`src/logic/feac_consts.svh`:
```
`ifndef FEAC_CONSTS_SVH
`define FEAC_CONSTS_SVH
`define FEAC_FLAG_BYTE     8'hFF
`define FEAC_CODE_W        6
`define FEAC_WORD_W        16
`define FEAC_REP_MIN       4'h3
`define FEAC_REP_MAX       4'hF
`define FEAC_CODE_DS3_SA   6'h19
`define FEAC_CODE_DS3_LOS  6'h0E
`define FEAC_CODE_DS3_OOF  6'h00
`define FEAC_CODE_DS3_AIS  6'h16
`define FEAC_CODE_DS3_IDLE 6'h1A
`define FEAC_CODE_DS3_NSA  6'h0F
`define FEAC_CODE_COM_NSA  6'h1D
`define FEAC_CODE_MDS1_LOS 6'h15
`define FEAC_CODE_DS1_SA   6'h05
`define FEAC_CODE_SDS1_LOS 6'h1E
`define FEAC_CODE_DS1_NSA  6'h03
`define FEAC_CODE_LOOP_UP  6'h09
`define FEAC_CODE_LOOP_DN  6'h12
`define FEAC_LINE_DS3      6'h1B
`define FEAC_LINE_DS1_BASE 6'h21
`define FEAC_LINE_DS1_ALL  6'h13
`define FEAC_DS1_LINES     5'h1C
`endif

```
`src/logic/feac_pkg.sv`:
```
package feac_pkg;
   typedef enum logic [1:0] {
      BURST_NONE,
      BURST_LOOP_UP,
      BURST_LOOP_DOWN,
      BURST_ALARM
   } burst_type_t;

   // alarm/status selection index; codes outside this set cannot be chosen
   typedef enum logic [3:0] {
      ALM_DS3_SA,
      ALM_DS3_LOS,
      ALM_DS3_OOF,
      ALM_DS3_AIS,
      ALM_DS3_IDLE,
      ALM_DS3_NSA,
      ALM_COM_NSA,
      ALM_MDS1_LOS,
      ALM_DS1_SA,
      ALM_SDS1_LOS,
      ALM_DS1_NSA
   } alarm_sel_t;
endpackage

```
`src/logic/feac_code_map.sv`:
```
`timescale 1ns/1ps
`default_nettype none
`include "feac_consts.svh"
module feac_code_map (
   input  wire logic [3:0] i_alarm_sel,
   input  wire logic [4:0] i_loop_line,
   output logic      [5:0] o_alarm_code,
   output logic      [5:0] o_line_code
);
   function automatic logic [5:0] alarm_code(input logic [3:0] sel);
      case (sel)
         4'h0:    alarm_code = `FEAC_CODE_DS3_SA;   // RULE_11
         4'h1:    alarm_code = `FEAC_CODE_DS3_LOS;  // RULE_11
         4'h2:    alarm_code = `FEAC_CODE_DS3_OOF;  // RULE_11
         4'h3:    alarm_code = `FEAC_CODE_DS3_AIS;  // RULE_12
         4'h4:    alarm_code = `FEAC_CODE_DS3_IDLE; // RULE_12
         4'h5:    alarm_code = `FEAC_CODE_DS3_NSA;  // RULE_12
         4'h6:    alarm_code = `FEAC_CODE_COM_NSA;  // RULE_13
         4'h7:    alarm_code = `FEAC_CODE_MDS1_LOS; // RULE_13
         4'h8:    alarm_code = `FEAC_CODE_DS1_SA;   // RULE_13
         4'h9:    alarm_code = `FEAC_CODE_SDS1_LOS; // RULE_14
         4'hA:    alarm_code = `FEAC_CODE_DS1_NSA;  // RULE_14
         // unassigned selections fall back to a defined code
         default: alarm_code = `FEAC_CODE_DS3_SA;   // RULE_16
      endcase
   endfunction

   // line 0 = DS3, 1..28 = DS1 line n, anything above = all DS1
   function automatic logic [5:0] line_code(input logic [4:0] ln);
      if (ln == 5'h00) begin
         line_code = `FEAC_LINE_DS3; // RULE_17
      end else if (ln <= `FEAC_DS1_LINES) begin
         line_code = `FEAC_LINE_DS1_BASE + {1'b0, ln} - 6'h01; // RULE_17
      end else begin
         line_code = `FEAC_LINE_DS1_ALL; // RULE_17
      end
   endfunction

   assign o_alarm_code = alarm_code(i_alarm_sel);
   assign o_line_code  = line_code(i_loop_line);
endmodule
`default_nettype wire

```
`src/logic/feac_shifter.sv`:
```
`timescale 1ns/1ps
`default_nettype none
`include "feac_consts.svh"
module feac_shifter (
   input  wire logic       i_clk,
   input  wire logic       i_nrst,
   input  wire logic       i_ce,
   input  wire logic       i_slot,
   input  wire logic       i_load,
   input  wire logic [5:0] i_code,
   output logic            o_bit,
   output logic            o_word_end
);
   logic [15:0] sr_q;
   logic [3:0]  cnt_q;
   logic        bit_q;

   // word = 0xFF flag, 0, code msb first, 0
   wire [15:0] word_w = {`FEAC_FLAG_BYTE, 1'b0, i_code, 1'b0}; // RULE_02 RULE_03
   // count wraps to zero once the sixteenth bit is out
   assign o_word_end = i_slot && (cnt_q == 4'h0);
   assign o_bit      = bit_q;

   always_ff @(posedge i_clk or negedge i_nrst) begin
      if (!i_nrst) begin
         sr_q  <= 16'h0000;
         cnt_q <= 4'h0;
         bit_q <= 1'b1;
      end else if (i_ce && i_slot) begin
         // one bit per slot, msb first, words back to back
         bit_q <= (i_load ? word_w[15] : sr_q[15]); // RULE_18
         sr_q  <= i_load ? {word_w[14:0], 1'b0} : {sr_q[14:0], 1'b0};
         cnt_q <= i_load ? 4'h1 : cnt_q + 4'h1;
      end
   end

   chk_bit_count: assert property (@(posedge i_clk) disable iff (!i_nrst)
      (i_ce && i_slot && i_load) |=> (cnt_q == 4'h1)) // RULE_02
      else $error("word bit count not restarted on load");
endmodule
`default_nettype wire

```
`src/logic/feac_code_transmitter.sv`:
```
// How it works
// (RULE_01) codes only inserted under C-bit parity
// (RULE_02) 16-bit word, first byte all ones
// (RULE_03) second byte: zero, code, zero
// (RULE_04) continuous enable sends selected code endlessly
// (RULE_05) burst repeats word 3 to 15 times
// (RULE_06) burst type none sends nothing
// (RULE_07) loop activation sends loop-up code burst
// (RULE_08) loop deactivation sends loop-down code burst
// (RULE_09) alarm burst sends selected alarm code
// (RULE_10) alarm selection feeds continuous and bursts
// (RULE_11) DS3 failure, LOS, OOF codes
// (RULE_12) AIS, idle, DS3 NSA codes
// (RULE_13) common NSA, multi DS1, DS1 SA codes
// (RULE_14) single DS1 LOS, DS1 NSA codes
// (RULE_15) NIU loop up and down codes
// (RULE_16) unassigned codes cannot be selected
// (RULE_17) line identifier codes for DS3/DS1 lines
// (RULE_18) one bit per multiframe, msb first
// (RULE_19) loop burst: command words then line words
// (RULE_20) burst preempts continuous, which then resumes
`timescale 1ns/1ps
`default_nettype none
`include "feac_consts.svh"
module feac_code_transmitter (
   input  wire logic       i_clk,
   input  wire logic       i_nrst,
   input  wire logic       i_ce,
   input  wire logic       i_mf_slot,
   input  wire logic       i_parity_framing_format,
   input  wire logic       i_cont_enable,
   input  wire logic [1:0] i_burst_code_type,
   input  wire logic [3:0] i_burst_repeat_count,
   input  wire logic [3:0] i_alarm_sel,
   input  wire logic [4:0] i_loop_line,
   input  wire logic       i_send_trigger,
   output logic            o_feac_bit,
   output logic            o_feac_insert,
   output logic            o_burst_busy
);
   typedef enum logic [1:0] {ST_IDLE, ST_CMD, ST_LINE, ST_CONT} state_t;

   state_t     state_q, state_d;
   logic [3:0] reps_q, reps_d, total_q, total_d;
   logic [5:0] cmd_q, cmd_d;
   logic       pend_q, pend_d;
   logic       active_q, active_d;
   logic [5:0] alarm_code, line_code, cur_code;
   logic       word_end, load, shift_bit;

   feac_code_map u_map (
      .i_alarm_sel  (i_alarm_sel),
      .i_loop_line  (i_loop_line),
      .o_alarm_code (alarm_code),
      .o_line_code  (line_code)
   );

   // burst length clamped into the legal 3..15 range
   wire [3:0] reps_w = (i_burst_repeat_count < `FEAC_REP_MIN) ? `FEAC_REP_MIN :
                       i_burst_repeat_count; // RULE_05
   wire type_none = (i_burst_code_type == feac_pkg::BURST_NONE); // RULE_06
   wire [5:0] burst_cmd_w =
      (i_burst_code_type == feac_pkg::BURST_LOOP_UP)   ? `FEAC_CODE_LOOP_UP : // RULE_07 RULE_15
      (i_burst_code_type == feac_pkg::BURST_LOOP_DOWN) ? `FEAC_CODE_LOOP_DN : // RULE_08 RULE_15
      alarm_code; // RULE_09 RULE_10
   wire is_loop_w = (i_burst_code_type == feac_pkg::BURST_LOOP_UP) ||
                    (i_burst_code_type == feac_pkg::BURST_LOOP_DOWN);
   wire line_next = (cmd_q == `FEAC_CODE_LOOP_UP) || (cmd_q == `FEAC_CODE_LOOP_DN);
   // a new word starts on any slot while idle, otherwise only on the slot that ends the word in flight
   wire at_boundary = !active_q || word_end;

   always_comb begin
      state_d  = state_q;
      reps_d   = reps_q;
      total_d  = total_q;
      cmd_d    = cmd_q;
      pend_d   = pend_q;
      active_d = active_q;
      load     = 1'b0;
      cur_code = alarm_code;
      // trigger held until the word in flight finishes, or until the whole burst ends if one is running
      if (i_send_trigger && !type_none && i_parity_framing_format) begin
         pend_d  = 1'b1; // RULE_06
         cmd_d   = burst_cmd_w;
         total_d = reps_w;
      end
      if (!i_parity_framing_format) begin
         state_d  = ST_IDLE; // RULE_01
         active_d = 1'b0;
         pend_d   = 1'b0;
      end else if (i_mf_slot && at_boundary) begin
         case (state_q)
            ST_CMD: begin
               if (reps_q != 4'h0) begin
                  cur_code = cmd_q;
                  load     = 1'b1;
                  reps_d   = reps_q - 4'h1;
               end else if (line_next) begin
                  state_d  = ST_LINE; // RULE_19
                  cur_code = line_code;
                  load     = 1'b1;
                  reps_d   = total_q - 4'h1;
               end else begin
                  state_d = ST_IDLE;
               end
            end
            ST_LINE: begin
               if (reps_q != 4'h0) begin
                  cur_code = line_code; // RULE_19
                  load     = 1'b1;
                  reps_d   = reps_q - 4'h1;
               end else begin
                  state_d = ST_IDLE;
               end
            end
            ST_IDLE, ST_CONT: begin
               state_d = ST_IDLE;
            end
            default: state_d = ST_IDLE;
         endcase
         if ((state_q == ST_IDLE || state_q == ST_CONT || state_d == ST_IDLE) && !load) begin
            if (pend_q) begin
               state_d  = ST_CMD; // RULE_20
               cur_code = cmd_q; // RULE_05
               load     = 1'b1;
               reps_d   = total_q - 4'h1;
               pend_d   = 1'b0;
            end else if (i_cont_enable) begin
               state_d  = ST_CONT; // RULE_04 RULE_20
               cur_code = alarm_code; // RULE_10
               load     = 1'b1;
            end else begin
               state_d = ST_IDLE;
            end
         end
         active_d = load;
      end
   end

   feac_shifter u_shift (
      .i_clk      (i_clk),
      .i_nrst     (i_nrst),
      .i_ce       (i_ce),
      .i_slot     (i_mf_slot),
      .i_load     (load),
      .i_code     (cur_code),
      .o_bit      (shift_bit),
      .o_word_end (word_end)
   );

   always_ff @(posedge i_clk or negedge i_nrst) begin
      if (!i_nrst) begin
         state_q  <= ST_IDLE;
         reps_q   <= 4'h0;
         total_q  <= `FEAC_REP_MIN;
         cmd_q    <= 6'h00;
         pend_q   <= 1'b0;
         active_q <= 1'b0;
      end else if (i_ce) begin
         state_q  <= state_d;
         reps_q   <= reps_d;
         total_q  <= total_d;
         cmd_q    <= cmd_d;
         pend_q   <= pend_d;
         active_q <= active_d;
      end
   end

   // the C-bit slot keeps its own value when nothing is sent
   assign o_feac_bit    = shift_bit;
   assign o_feac_insert = active_q && i_parity_framing_format; // RULE_01
   assign o_burst_busy  = pend_q || state_q == ST_CMD || state_q == ST_LINE;

   chk_no_insert_m13: assert property (@(posedge i_clk) disable iff (!i_nrst)
      !i_parity_framing_format |-> !o_feac_insert) // RULE_01
      else $error("insert outside C-bit parity");
   chk_none_ignored: assert property (@(posedge i_clk) disable iff (!i_nrst)
      (i_ce && i_send_trigger && type_none && !pend_q) |=> !pend_q) // RULE_06
      else $error("send with type none was accepted");
   chk_burst_loads: assert property (@(posedge i_clk) disable iff (!i_nrst)
      (i_ce && state_d == ST_CMD && load) |-> cur_code == cmd_q) // RULE_05
      else $error("burst word not command code");
   chk_line_code: assert property (@(posedge i_clk) disable iff (!i_nrst)
      (state_d == ST_LINE && load) |-> cur_code == line_code) // RULE_19
      else $error("line phase sent wrong code");
   chk_cont_code: assert property (@(posedge i_clk) disable iff (!i_nrst)
      (i_ce && load && state_d == ST_CONT) |-> cur_code == alarm_code) // RULE_04
      else $error("continuous word not alarm code");
   chk_burst_first: assert property (@(posedge i_clk) disable iff (!i_nrst)
      (i_ce && pend_q && i_parity_framing_format && i_mf_slot && at_boundary &&
       state_q != ST_CMD && state_q != ST_LINE) |=> state_q == ST_CMD) // RULE_20
      else $error("pending burst did not preempt");
   chk_reps_range: assert property (@(posedge i_clk) disable iff (!i_nrst)
      total_q >= `FEAC_REP_MIN) // RULE_05
      else $error("burst length below minimum");
   chk_loop_cmd: assert property (@(posedge i_clk) disable iff (!i_nrst)
      (i_ce && i_send_trigger && i_parity_framing_format &&
       i_burst_code_type == feac_pkg::BURST_LOOP_UP) |=> cmd_q == `FEAC_CODE_LOOP_UP) // RULE_07
      else $error("loop up command not latched");
endmodule
`default_nettype wire

```
`config.mk`:
```
export PLATFORM = sky130hd
export DESIGN_NAME = feac_code_transmitter
export DESIGN_NICKNAME = d
export VERILOG_FILES = /design/src/logic/feac_pkg.sv /design/src/logic/feac_code_map.sv /design/src/logic/feac_shifter.sv /design/src/logic/feac_code_transmitter.sv
export VERILOG_INCLUDE_DIRS = /design/src /design/src/logic
export SDC_FILE = /design/constraint.sdc
export NUM_CORES = 1
export LEC_CHECK = 0
export ABC_AREA = 1
export BUFFER_PORTS_ARGS = -buffer_cell sky130_fd_sc_hd__buf_2
export CORE_MARGIN = 2
export CORE_UTILIZATION = 55
export DETAILED_ROUTE_END_ITERATION = 8
export GPL_TIMING_DRIVEN = 0
export PLACE_DENSITY = 0.74
export SLEW_MARGIN = 20
export SYNTH_ARGS = -nofsm -noshare
export SYNTH_HDL_FRONTEND = slang
export SYNTH_SLANG_ARGS = --single-unit
```
`constraint.sdc`:
```
create_clock -name i_clk -period 3.05 [get_ports i_clk]
set_input_delay 0.4575 -clock i_clk [delete_from_list [all_inputs] [get_ports i_clk]]
set_output_delay 0.4575 -clock i_clk [all_outputs]
set_load 0.02 [all_outputs]
```
==> results of run 1 <==
[stage by stage]
stage / power (mW) / cell area [sq um]
after floorplan: 1.20 / 2520
after global placement: 1.34 / 2710
after detailed placement: 1.37 / 2710
after CTS: 1.80 / 2820
after global routing: 1.94 / 2820
final: 1.80 / 2820
[synth_stat cells, drive strengths merged]
library cell	n	area [sq um]
nand2	111	463
o21bai	1	7.51
buf	5	37.5
a31oi	3	18.8
xor2	5	43.8
a21boi	1	7.51
a21oi	15	78.8
o211ai	1	7.51
dfrtp	33	826
o22ai	6	37.5
ha	10	125
clkbuf	4	15.0
inv	48	185
o21ai	31	155
clkinv	2	7.51
nand3	29	145
nand4	7	43.8
nor2	51	199
nand2b	1	6.26
o2111ai	1	8.76
nor3	2	10.0
o21a	2	15.0
dfstp	3	78.8
[cell type report]
| class | count | share of cell area |
|---|---|---|
| plain buffers | 9 | 0.0187 |
| clock buffers | 6 | 0.0258 |
| clock inverters | 2 | 0.0124 |
| inverters | 50 | 0.0684 |
| multi-input cells | 277 | 0.488 |
| flip-flops and latches | 36 | 0.321 |
| well taps | 52 | 0.0231 |
| repair buffers | 24 | 0.0427 |
[sequential cells by signal, summed over array words and instances, names as in the netlist]
name	count
u_shift.sr_q	14
cmd_q	5
reps_q	4
total_q	4
u_shift.cnt_q	4
state_q	2
active_q	1
pend_q	1
u_shift.o_bit	1
[logic make-up after synthesis]
group	count (synthesis)
adder cells (fa/ha/maj)	10
AO/OA/AOI/OAI	61
XOR/XNOR	5
buffers and inverters	59
AND/OR/NAND/NOR	201
flip-flops	36
[how the worst min path moves through the flow]
| stage | start | endpoint | cells after the start |
|---|---|---|---|
| final | i_nrst | reps_q[3]$_DFFE_PN0P_ | 1 |
| after global routing | i_nrst | total_q[2]$_DFFE_PN0P_ | 1 |
| after CTS | i_nrst | reps_q[2]$_DFFE_PN0P_ | 1 |
| after detailed placement | u_shift.sr_q[6]$_DFFE_PN0P_ | u_shift.sr_q[6]$_DFFE_PN0P_ | 2 |
| after global placement | u_shift.sr_q[6]$_DFFE_PN0P_ | u_shift.sr_q[6]$_DFFE_PN0P_ | 2 |
| after floorplan | i_nrst | active_q$_DFFE_PN0P_ | 0 |
[layer usage]
metal	up-vias	track usage	part of all wire
met5	-	0	0
met4	0	0.0692	0.015
met3	11	0.0492	0.066
met2	93	0.406	0.45
met1	1158	0.343	0.47
li1	1253	-	-
[worst max-delay path: cells and delay by family (launching register included)]
kind,cells,cell delay (ns)
compound gates,1,0.21
flops,1,0.44
simple gates,9,0.77
buf+inv,3,0.38
fa+ha+maj,1,0.20
[where the power goes]
part           internal, mW  switching (mW)
Sequential            0.602          0.0980
Combinational         0.249           0.426
Clock                 0.243           0.185
==> impl_metrics.env, run 1 <==
export IMPL_r2r_worst_path_depth=14
export IMPL_critPathKind="reg2reg"
export IMPL_syn_nets=404
export IMPL_wire_length_after_detailed_routing_mm=5.94
export IMPL_clock_sinks=36
export IMPL_critical_path_at_ns=2.29
export IMPL_tritoncts="built"
export IMPL_synth_seq_cells=36
export IMPL_groute_usage_overall=0.251
export IMPL_full_die_area_sq_mm=0.00514
export IMPL_seqCellArea_sq_um=905
export IMPL_peakVddDrop_mv=0.396
export IMPL_outcome="finished clean"
export IMPL_layout_common_cells="nand2_1 (102), nor2_1 (50), inv_1 (46)"
export IMPL_worstSetupStartpoint="reps_q[0]$_DFFE_PN0P_"
export IMPL_clkSlewWorstSetupHoldPaths_ns=0.08
export IMPL_placed_cells=448
export IMPL_mapped_cells=372
export IMPL_report_final_slew_viol_count=0
export IMPL_power_per_standard_cell_area_mw_per_mm2=640
export IMPL_cts_buffer_depth=2
export IMPL_timing_setup_tns_ns=0
export IMPL_synth_xor_area_share=0.0174
export IMPL_grt_start_max_net_pins=37
export IMPL_detailedPlacementHpwl_mm=4.30
export IMPL_synth_cell_type_count=32
export IMPL_fillCellCount=414
export IMPL_antenna_violating_nets_left=0
export IMPL_crit_path_top_delay_cell="dfrtp_1"
export IMPL_finalNetCount=435
export IMPL_synth_seq_area_share=0.359
export IMPL_worst_setup_path_endpoint="u_shift.sr_q[2]$_DFFE_PN0P_"
export IMPL_viasPerCell=5.52
export IMPL_final_critical_path_setup_slack_ns=0.947
export IMPL_synth_cell_area_sq_mm=0.00252
export IMPL_period_share=0.689
export IMPL_dp_worst_setup_slack_ns=1.03
export IMPL_critPathMaxFanout=10
export IMPL_antenna_cells=0
export IMPL_post_cts_setup_buffer_count=0
export IMPL_timing_clock_skew_ns=0.00848
export IMPL_tightest_slew_ns=0.800
export IMPL_timing_reg2reg_setup_slack_ns=0.95
export IMPL_synth_mux_area_fraction=0
export IMPL_fp_row_count=24
export IMPL_cts_buffers=5
export IMPL_hold_viol_final=0
export IMPL_timing_final_setup_violations=0
export IMPL_globalplace_congestion=0.860
export IMPL_cts_root_buffer="clkbuf_8"
export IMPL_cts_htree_levels=2
export IMPL_final_util=0.642
export IMPL_io_pins=25
export IMPL_average_cell_area_after_synthesis_sq_um=6.78
export IMPL_timing_critical_path_mode_cell="nand2_1"
export IMPL_cap_violations=0
export IMPL_crit_required_ns=3.24
export IMPL_core_area_sq_mm=0.00438
export IMPL_synth_simple_area_share=0.344
export IMPL_io_buffer_count=24
export IMPL_finish_cell_count_without_fillers=456
export IMPL_achievable_frequency_ghz=0.476
export IMPL_cp_cell_sequence="inv_1 > ha_1 > nand3_1 > o21ai_1 > nand2_2 > nand2_2 > buf_6 > nand2_8 > inv_6 > nand2_1 > nand2_1 > nand2_1 > nand2_1 > nand2_1"
export IMPL_timing_critical_path_from_type="register"
export IMPL_timing_rr_start="reps_q[0]$_DFFE_PN0P_"
export IMPL_via_count_of_the_first_global_routing_pass=2330
export IMPL_holdWs_ns=0.235
export IMPL_grt_setup_unrepaired="false"
export IMPL_multi_input_comb_area_sq_mm=0.00137
export IMPL_drt_iter0_markers=275
export IMPL_synth_yosys_warnings=0
export IMPL_critical_r2r_capture="u_shift.sr_q[2]$_DFFE_PN0P_"
export IMPL_antenna_found_initial=0
export IMPL_insertion_delay_ns=0.30
export IMPL_wire_length_per_cell_um=13.0
export IMPL_via_count=2515
export IMPL_critical_path_endpoint_type="register"
export IMPL_power_leakage_nw=1.46
export IMPL_dominant_combinational_cell_family_by_area_after_synthesis="simple AND/OR/NAND/NOR gates"
export IMPL_grt_overflow_total=0
export IMPL_grt_pass1_wl_mm=10.2
export IMPL_die_w_um=71.7
export IMPL_cts_hold_repair_buffers=0
export IMPL_finalCriticalPeriod_ns=2.10
export IMPL_most_frequent_standard_cell_in_the_layout_excluding_fill_and_tap_cells="nand2_1"
export IMPL_y_dimension_of_the_die_um=71.7
export IMPL_drive_gt1_frac=0.129
export IMPL_drc_markers=0
export IMPL_cts_repair_resizes=0
export IMPL_timing_slew_headroom=0.467
export IMPL_detailedRoute_firstPassIterationCount=7
export IMPL_cp_slowest_stage_delay_ns=0.44
export IMPL_synth_compound_gate_area_share=0.133
export IMPL_type_of_the_tightest_min_delay_check="in2async"
export IMPL_start_util=0.575
export IMPL_area_delta_synth_final_pct=11.6
export IMPL_synth_fa_ha_area_frac=0.0496
No activity file was read; power rests on OpenSTA's default activity.
==> inputs of run 2 (changes only) <==
==> constraint.sdc (replaced) <==
create_clock -name i_clk -period 2.1 [get_ports i_clk]
set_input_delay 0.315 -clock i_clk [delete_from_list [all_inputs] [get_ports i_clk]]
set_output_delay 0.315 -clock i_clk [all_outputs]
set_load 0.02 [all_outputs]
==> impl_metrics.env, run 2 (synthesis gave the netlist of run 1 again) <==
export IMPL_finalNetCount=435
export IMPL_drc_markers=0
export IMPL_critical_r2r_capture="u_shift.sr_q[2]$_DFFE_PN0P_"
export IMPL_most_frequent_standard_cell_in_the_layout_excluding_fill_and_tap_cells="nand2_1"
export IMPL_power_leakage_nw=1.47
export IMPL_power_combinational_fraction=0.379
export IMPL_power_per_standard_cell_area_mw_per_mm2=931
export IMPL_cts_buffers=5
export IMPL_groute_layer_met3_usage=0.0492
export IMPL_pwr_share_seq=0.386
export IMPL_detailedPlacementHpwl_mm=4.30
export IMPL_timing_reg2reg_setup_slack_ns=0.12
export IMPL_achievable_frequency_ghz=0.504
export IMPL_timing_slew_headroom=0.466
export IMPL_period_share=0.945
export IMPL_outcome="finished clean"
export IMPL_full_die_area_sq_mm=0.00514
export IMPL_wire_length_per_cell_um=13.1
export IMPL_timing_setup_tns_ns=0
export IMPL_drt_iter0_markers=191
export IMPL_power_switching_share=0.394
export IMPL_via_count_of_the_first_global_routing_pass=2330
export IMPL_detailedRoute_firstPassIterationCount=4
export IMPL_tightest_slew_ns=0.800
export IMPL_antenna_violating_nets_left=0
export IMPL_fp_row_count=24
export IMPL_core_area_sq_mm=0.00438
export IMPL_critical_path_at_ns=2.17
export IMPL_largest_register_ff_count=14
export IMPL_grt_busiest_layer="met2"
export IMPL_critPathKind="reg2reg"
export IMPL_cap_violations=0
export IMPL_grt_start_max_net_pins=37
export IMPL_finish_cell_count_without_fillers=456
export IMPL_antenna_found_initial=0
export IMPL_grt_pass1_wl_mm=10.2
export IMPL_die_w_um=71.7
export IMPL_crit_path_top_delay_cell="dfrtp_1"
export IMPL_p_switching_mw=1.04
export IMPL_placed_cells=448
export IMPL_timing_clock_skew_ns=0.00735
export IMPL_clock_sinks=36
export IMPL_viasPerCell=5.45
export IMPL_final_util=0.646
export IMPL_critical_path_endpoint_type="register"
export IMPL_start_util=0.575
export IMPL_critPathMaxFanout=10
export IMPL_timing_critical_path_mode_cell="nand2_1"
export IMPL_post_route_cell_area_sq_mm=0.00283
export IMPL_report_final_slew_viol_count=0
export IMPL_insertion_delay_ns=0.29
export IMPL_post_cts_setup_buffer_count=0
export IMPL_pwr_share_clk=0.234
export IMPL_peakVddDrop_mv=0.585
export IMPL_drive_gt1_frac=0.139
export IMPL_cp_slowest_stage_delay_ns=0.44
export IMPL_r2r_worst_path_depth=14
export IMPL_cts_htree_levels=2
export IMPL_area_delta_synth_final_pct=12.2
export IMPL_cts_buffer_depth=2
export IMPL_cts_hold_repair_buffers=0
export IMPL_tritoncts="built"
export IMPL_globalplace_congestion=0.860
export IMPL_groute_usage_overall=0.251
export IMPL_max_flop_register="u_shift.sr_q"
export IMPL_timing_critical_path_from_type="register"
export IMPL_via_count=2486
export IMPL_hold_viol_final=0
export IMPL_p_int_mw=1.60
export IMPL_grt_overflow_total=0
export IMPL_fillCellCount=411
export IMPL_finalCriticalPeriod_ns=1.98
export IMPL_timing_final_setup_violations=0
export IMPL_use_met1=0.343
export IMPL_wire_length_after_detailed_routing_mm=5.97
export IMPL_antenna_cells=0
export IMPL_timing_critical_path_max_delay_family="simple AND/OR/NAND/NOR gates"
export IMPL_layout_common_cells="nand2_1 (102), nor2_1 (49), inv_1 (46)"
export IMPL_crit_required_ns=2.29
export IMPL_timing_rr_start="reps_q[0]$_DFFE_PN0P_"
export IMPL_clkSlewWorstSetupHoldPaths_ns=0.08
export IMPL_worst_path_buf_inv=3
export IMPL_met2_usage=0.406
export IMPL_io_buffer_count=24
export IMPL_y_dimension_of_the_die_um=71.7
export IMPL_largest_registers="u_shift.sr_q: 14 flops, cmd_q: 5 flops"
export IMPL_dpl_cell_area_sq_mm=0.00271
export IMPL_io_pins=25
export IMPL_grt_setup_unrepaired="false"
export IMPL_cts_root_buffer="clkbuf_8"
export IMPL_type_of_the_tightest_min_delay_check="in2async"
export IMPL_cp_cell_sequence="inv_1 > ha_1 > nand3_2 > o21ai_2 > nand2_2 > nand2_2 > buf_6 > nand2_8 > inv_6 > nand2_1 > nand2_1 > nand2_1 > nand2_1 > nand2_1"
run 2: how the worst max path moves through the flow:
| stage | endpoint | start | cells after the start |
|---|---|---|---|
| after floorplan | reps_q[1]$_DFFE_PN0P_ | reps_q[0]$_DFFE_PN0P_ | 13 |
| after global placement | u_shift.sr_q[2]$_DFFE_PN0P_ | reps_q[0]$_DFFE_PN0P_ | 14 |
| after detailed placement | u_shift.sr_q[2]$_DFFE_PN0P_ | reps_q[0]$_DFFE_PN0P_ | 14 |
| after CTS | u_shift.sr_q[2]$_DFFE_PN0P_ | reps_q[0]$_DFFE_PN0P_ | 14 |
| after global routing | pend_q$_DFFE_PN0P_ | reps_q[0]$_DFFE_PN0P_ | 12 |
| final | u_shift.sr_q[2]$_DFFE_PN0P_ | reps_q[0]$_DFFE_PN0P_ | 14 |
run 2: power groups by stage:
| stage | combinational, mW | sequential (mW) | clock [mW] |
|---|---|---|---|
| 6_report | 1.00 | 1.02 | 0.618 |
| 5_1_grt | 1.14 | 1.04 | 0.655 |
| 4_1_cts | 0.968 | 1.01 | 0.625 |
| 3_5_place_dp | 0.956 | 1.03 | 0 |
| 3_3_place_gp | 0.931 | 1.02 | 0 |
| 2_1_floorplan | 0.743 | 0.994 | 0 |
run 2: repair_timing:
item                       CTS  global route
setup endpoints to repair    0            14
hold endpoints to repair     0             0
resized for setup            0             7
run 2: area by class of cell:
class                   count  area (sq um)  area share
clock inverters             2          35.0      0.0124
flip-flops and latches     36           905       0.320
inverters                  50           193      0.0681
well taps                  52          65.1      0.0230
multi-input cells         277          1380       0.489
clock buffers               6          72.6      0.0256
plain buffers               9          56.3      0.0199
repair buffers             24           120      0.0424
run 2: stage by stage:
step,worst slack [ns],hold WS (ns),power (mW)
after CTS,0.0500,0.134,2.61
after detailed placement,0.0836,0.450,1.98
after global routing,0.00867,0.166,2.83
final,0.115,0.0977,2.64
after floorplan,0.380,0.0194,1.74
after global placement,0.0845,0.445,1.95
run 2: metal layers:
metal  vias up  wire length, um
met4         0               74
met1      1163             2890
met3        10              299
met2        60             2700
met5         -                0
li1       1253                -
==> inputs of run 3 (changes only) <==
--- a/config.mk
+++ b/config.mk
@@ -6,7 +6,6 @@
 export SDC_FILE = /design/constraint.sdc
 export NUM_CORES = 1
 export LEC_CHECK = 0
-export ABC_AREA = 1
 export BUFFER_PORTS_ARGS = -buffer_cell sky130_fd_sc_hd__buf_2
 export CORE_MARGIN = 2
 export CORE_UTILIZATION = 55
==> impl_metrics.env, run 3 <==
export IMPL_grt_start_max_net_pins=37
export IMPL_synth_flop_cell="dfrtp_1"
export IMPL_syn_nets=337
export IMPL_drc_markers=0
export IMPL_synth_mux_area_fraction=0.0264
export IMPL_power_per_standard_cell_area_mw_per_mm2=923
export IMPL_io_pins=25
export IMPL_achievable_frequency_ghz=0.464
export IMPL_grt_pass1_wl_mm=10.8
export IMPL_cts_htree_levels=2
export IMPL_area_delta_synth_final_pct=26.1
export IMPL_antenna_found_initial=0
export IMPL_final_critical_path_setup_slack_ns=-0.0552
export IMPL_crit_required_ns=2.28
export IMPL_tritoncts="built"
export IMPL_peakVddDrop_mv=0.604
export IMPL_timing_slew_headroom=0.476
export IMPL_clock_sinks=36
export IMPL_report_final_slew_viol_count=0
export IMPL_power_switching_share=0.375
export IMPL_synth_compound_gate_area_share=0.268
export IMPL_timing_critical_path_mode_cell="buf_4"
export IMPL_timing_critical_path_from_type="register"
export IMPL_drt_iter0_markers=178
export IMPL_post_route_cell_area_sq_mm=0.00311
export IMPL_io_buffer_count=22
export IMPL_largest_registers="u_shift.sr_q: 14 flops, cmd_q: 5 flops"
export IMPL_crit_path_top_delay_cell="dfrtp_1"
export IMPL_mapped_cells=305
export IMPL_full_die_area_sq_mm=0.00504
export IMPL_outcome="finished, violations left"
export IMPL_synth_fa_ha_area_frac=0.0507
export IMPL_die_w_um=71.0
export IMPL_antenna_violating_nets_left=0
export IMPL_start_util=0.571
export IMPL_core_area_sq_mm=0.00432
export IMPL_cts_buffers=5
export IMPL_groute_usage_overall=0.268
export IMPL_type_of_the_tightest_min_delay_check="in2async"
export IMPL_dominant_combinational_cell_family_by_area_after_synthesis="compound AO/OA/AOI/OAI gates"
export IMPL_layout_common_cells="nand2_1 (47), o21ai_0 (34), dfrtp_1 (28)"
export IMPL_pwr_share_clk=0.214
export IMPL_cp_slowest_stage_delay_ns=0.42
export IMPL_p_int_mw=1.79
export IMPL_average_cell_area_after_synthesis_sq_um=8.09
export IMPL_synth_simple_area_share=0.232
export IMPL_y_dimension_of_the_die_um=71.0
export IMPL_cts_buffer_depth=2
export IMPL_cts_hold_repair_buffers=0
export IMPL_ys_top_cells_by_area="dfrtp_1 (33%), o21ai_0 (7.3%), nand2_1 (7.2%)"
export IMPL_hold_viol_final=0
export IMPL_viasPerCell=6.06
export IMPL_most_frequent_standard_cell_in_the_layout_excluding_fill_and_tap_cells="nand2_1"
export IMPL_netlist_top_cells_count="nand2_1 (47), o21ai_0 (36), dfrtp_1 (33)"
export IMPL_worst_path_buf_inv=2
export IMPL_grt_overflow_total=0
export IMPL_max_flop_register="u_shift.sr_q"
export IMPL_grt_setup_unrepaired="true"
export IMPL_cp_cell_sequence="buf_4 > ha_4 > a2111o_1 > a311oi_2 > buf_4 > or2b_1 > nor3_2 > a211o_1"
export IMPL_synth_yosys_warnings=0
export IMPL_period_share=1.03
export IMPL_synth_cell_type_count=57
export IMPL_critPathKind="reg2reg"
export IMPL_critical_path_endpoint_type="register"
export IMPL_power_leakage_nw=1.34
export IMPL_dominant_cell_by_count_in_the_synthesized_netlist="nand2_1"
export IMPL_largest_register_ff_count=14
export IMPL_drive_gt1_frac=0.280
export IMPL_insertion_delay_ns=0.29
export IMPL_timing_clock_skew_ns=0.00757
export IMPL_critical_path_at_ns=2.33
export IMPL_cap_violations=0
export IMPL_yosysTopAreaCell="dfrtp_1"
export IMPL_antenna_cells=0
export IMPL_synth_seq_area_share=0.367
export IMPL_finalNetCount=385
export IMPL_synth_seq_cells=36
export IMPL_via_count_of_the_first_global_routing_pass=2381
export IMPL_pwr_share_seq=0.358
export IMPL_synth_async_sr_flop_share=1.00
export IMPL_timing_critical_path_max_delay_family="compound AO/OA/AOI/OAI gates"
export IMPL_synth_cell_area_sq_mm=0.00247
export IMPL_dpl_cell_area_sq_mm=0.00265
export IMPL_clkSlewWorstSetupHoldPaths_ns=0.08
export IMPL_wire_length_after_detailed_routing_mm=6.41
export IMPL_via_count=2460
export IMPL_synth_xor_area_share=0.00710
export IMPL_final_util=0.720
export IMPL_detailedRoute_firstPassIterationCount=4
export IMPL_cts_root_buffer="clkbuf_8"
export IMPL_tightest_slew_ns=0.786
export IMPL_finalCriticalPeriod_ns=2.16
export IMPL_power_combinational_fraction=0.428
export IMPL_wire_length_per_cell_um=15.8
export IMPL_yosysTopAreaCellShare=0.335
export IMPL_globalplace_congestion=0.854
export IMPL_synth_edff_count=0
export IMPL_failed_checks="negative setup slack"
export IMPL_critPathMaxFanout=6
export IMPL_detailedPlacementHpwl_mm=4.19
export IMPL_p_switching_mw=1.08
export IMPL_fp_row_count=24
export IMPL_timing_final_setup_violations=8
run 3: cell count changes in the layout (fill, tap and decap cells not counted), moves of 6 or more:
cell / previous run / this run
nand2b_1: 1 / 7
nor2_1: 49 / 18
nand2_2: 6 / 0
nand3_1: 28 / 6
nor3_1: 2 / 8
buf_4: 1 / 22
nor2b_1: 0 / 7
nand2_1: 102 / 47
inv_1: 46 / 12
run 3: path summary, 6_finish.rpt:
path | startpoint | end | slack [ns] | cells past startpoint
worst min register to register | u_shift.o_bit$_DFFE_PN1P_ | u_shift.o_bit$_DFFE_PN1P_ | 0.45 | 2
min in group i_clk | i_burst_repeat_count[2] | total_q[2]$_DFFE_PN0P_ | 0.27 | 2
worst max-delay path | state_q[1]$_DFFE_PN0P_ | u_shift.cnt_q[3]$_DFFE_PN0P_ | -0.06 | 8
worst max register to register | state_q[1]$_DFFE_PN0P_ | u_shift.cnt_q[3]$_DFFE_PN0P_ | -0.06 | 8
max in group asynchronous | i_nrst | cmd_q[1]$_DFFE_PN0P_ | 1.45 | 1
worst min-delay path | i_nrst | u_shift.cnt_q[3]$_DFFE_PN0P_ | 0.1 | 1
run 3: per-layer routing:
layer	wire, um	vias up	global-route usage
met5	0	-	0
met4	122	0	0.103
met3	335	13	0.0470
met2	3230	79	0.466
met1	2720	1166	0.332
li1	-	1202	-
run 3: worst register-to-register path: stages (launching register included):
cell and delay [ns]:
dfrtp_1 0.42, buf_4 0.16, ha_4 0.24, a2111o_1 0.36, a311oi_2 0.29, buf_4 0.18
or2b_1 0.14, nor3_2 0.04, a211o_1 0.22
run 3: power by group through the flow:
stage / clock [mW] / sequential, mW / combinational [mW]
floorplan: 0 / 1.00 / 0.701
global placement: 0 / 1.03 / 0.896
detailed placement: 0 / 1.04 / 0.914
CTS: 0.621 / 1.02 / 1.10
global route: 0.659 / 1.05 / 1.36
finish: 0.615 / 1.03 / 1.23
run 3: final cells by class:
type	count	area (sq um)
repair buffers	43	268
clock buffers	5	68.8
fillers	354	1210
flip-flops and latches	36	911
clock inverters	3	42.5
multi-input cells	238	1620
inverters	16	62.6
well taps	52	65.1
plain buffers	13	72.6
run 3: kinds of logic (layout without fill, tap and decap cells):
logic type,after synthesis,in the layout
DFF,36,36
adders and majority gates,10,10
muxes,6,6
AOI/OAI and AO/OA,103,103
and+or+nand+nor,117,117
buffers and inverters,31,80
xor gates and xnor gates,2,2
run 3: metrics by stage:
| stage | worst slack [ns] | cells | setup TNS (ns) | power, mW | hold slack (ns) |
|---|---|---|---|---|---|
| 6_report | -0.0552 | 406 | -0.204 | 2.87 | 0.0997 |
| 5_1_grt | -0.122 | 406 | -1.54 | 3.07 | 0.177 |
| 4_1_cts | -0.0234 | 402 | -0.0336 | 2.74 | 0.132 |
| 3_5_place_dp | -0.282 | 379 | -3.03 | 1.95 | 0.443 |
| 3_3_place_gp | -0.246 | 379 | -2.65 | 1.93 | 0.439 |
| 2_1_floorplan | 0.00934 | 305 | 0 | 1.70 | 0.0194 |
run 3: timing repair:
item / in CTS / in global routing
endpoints found under the hold margin: 0 / 0
buffers inserted: 17 / 4
pin swaps: 7 / 9
gates resized for setup: 27 / 19
endpoints found under the setup margin: 26 / 24
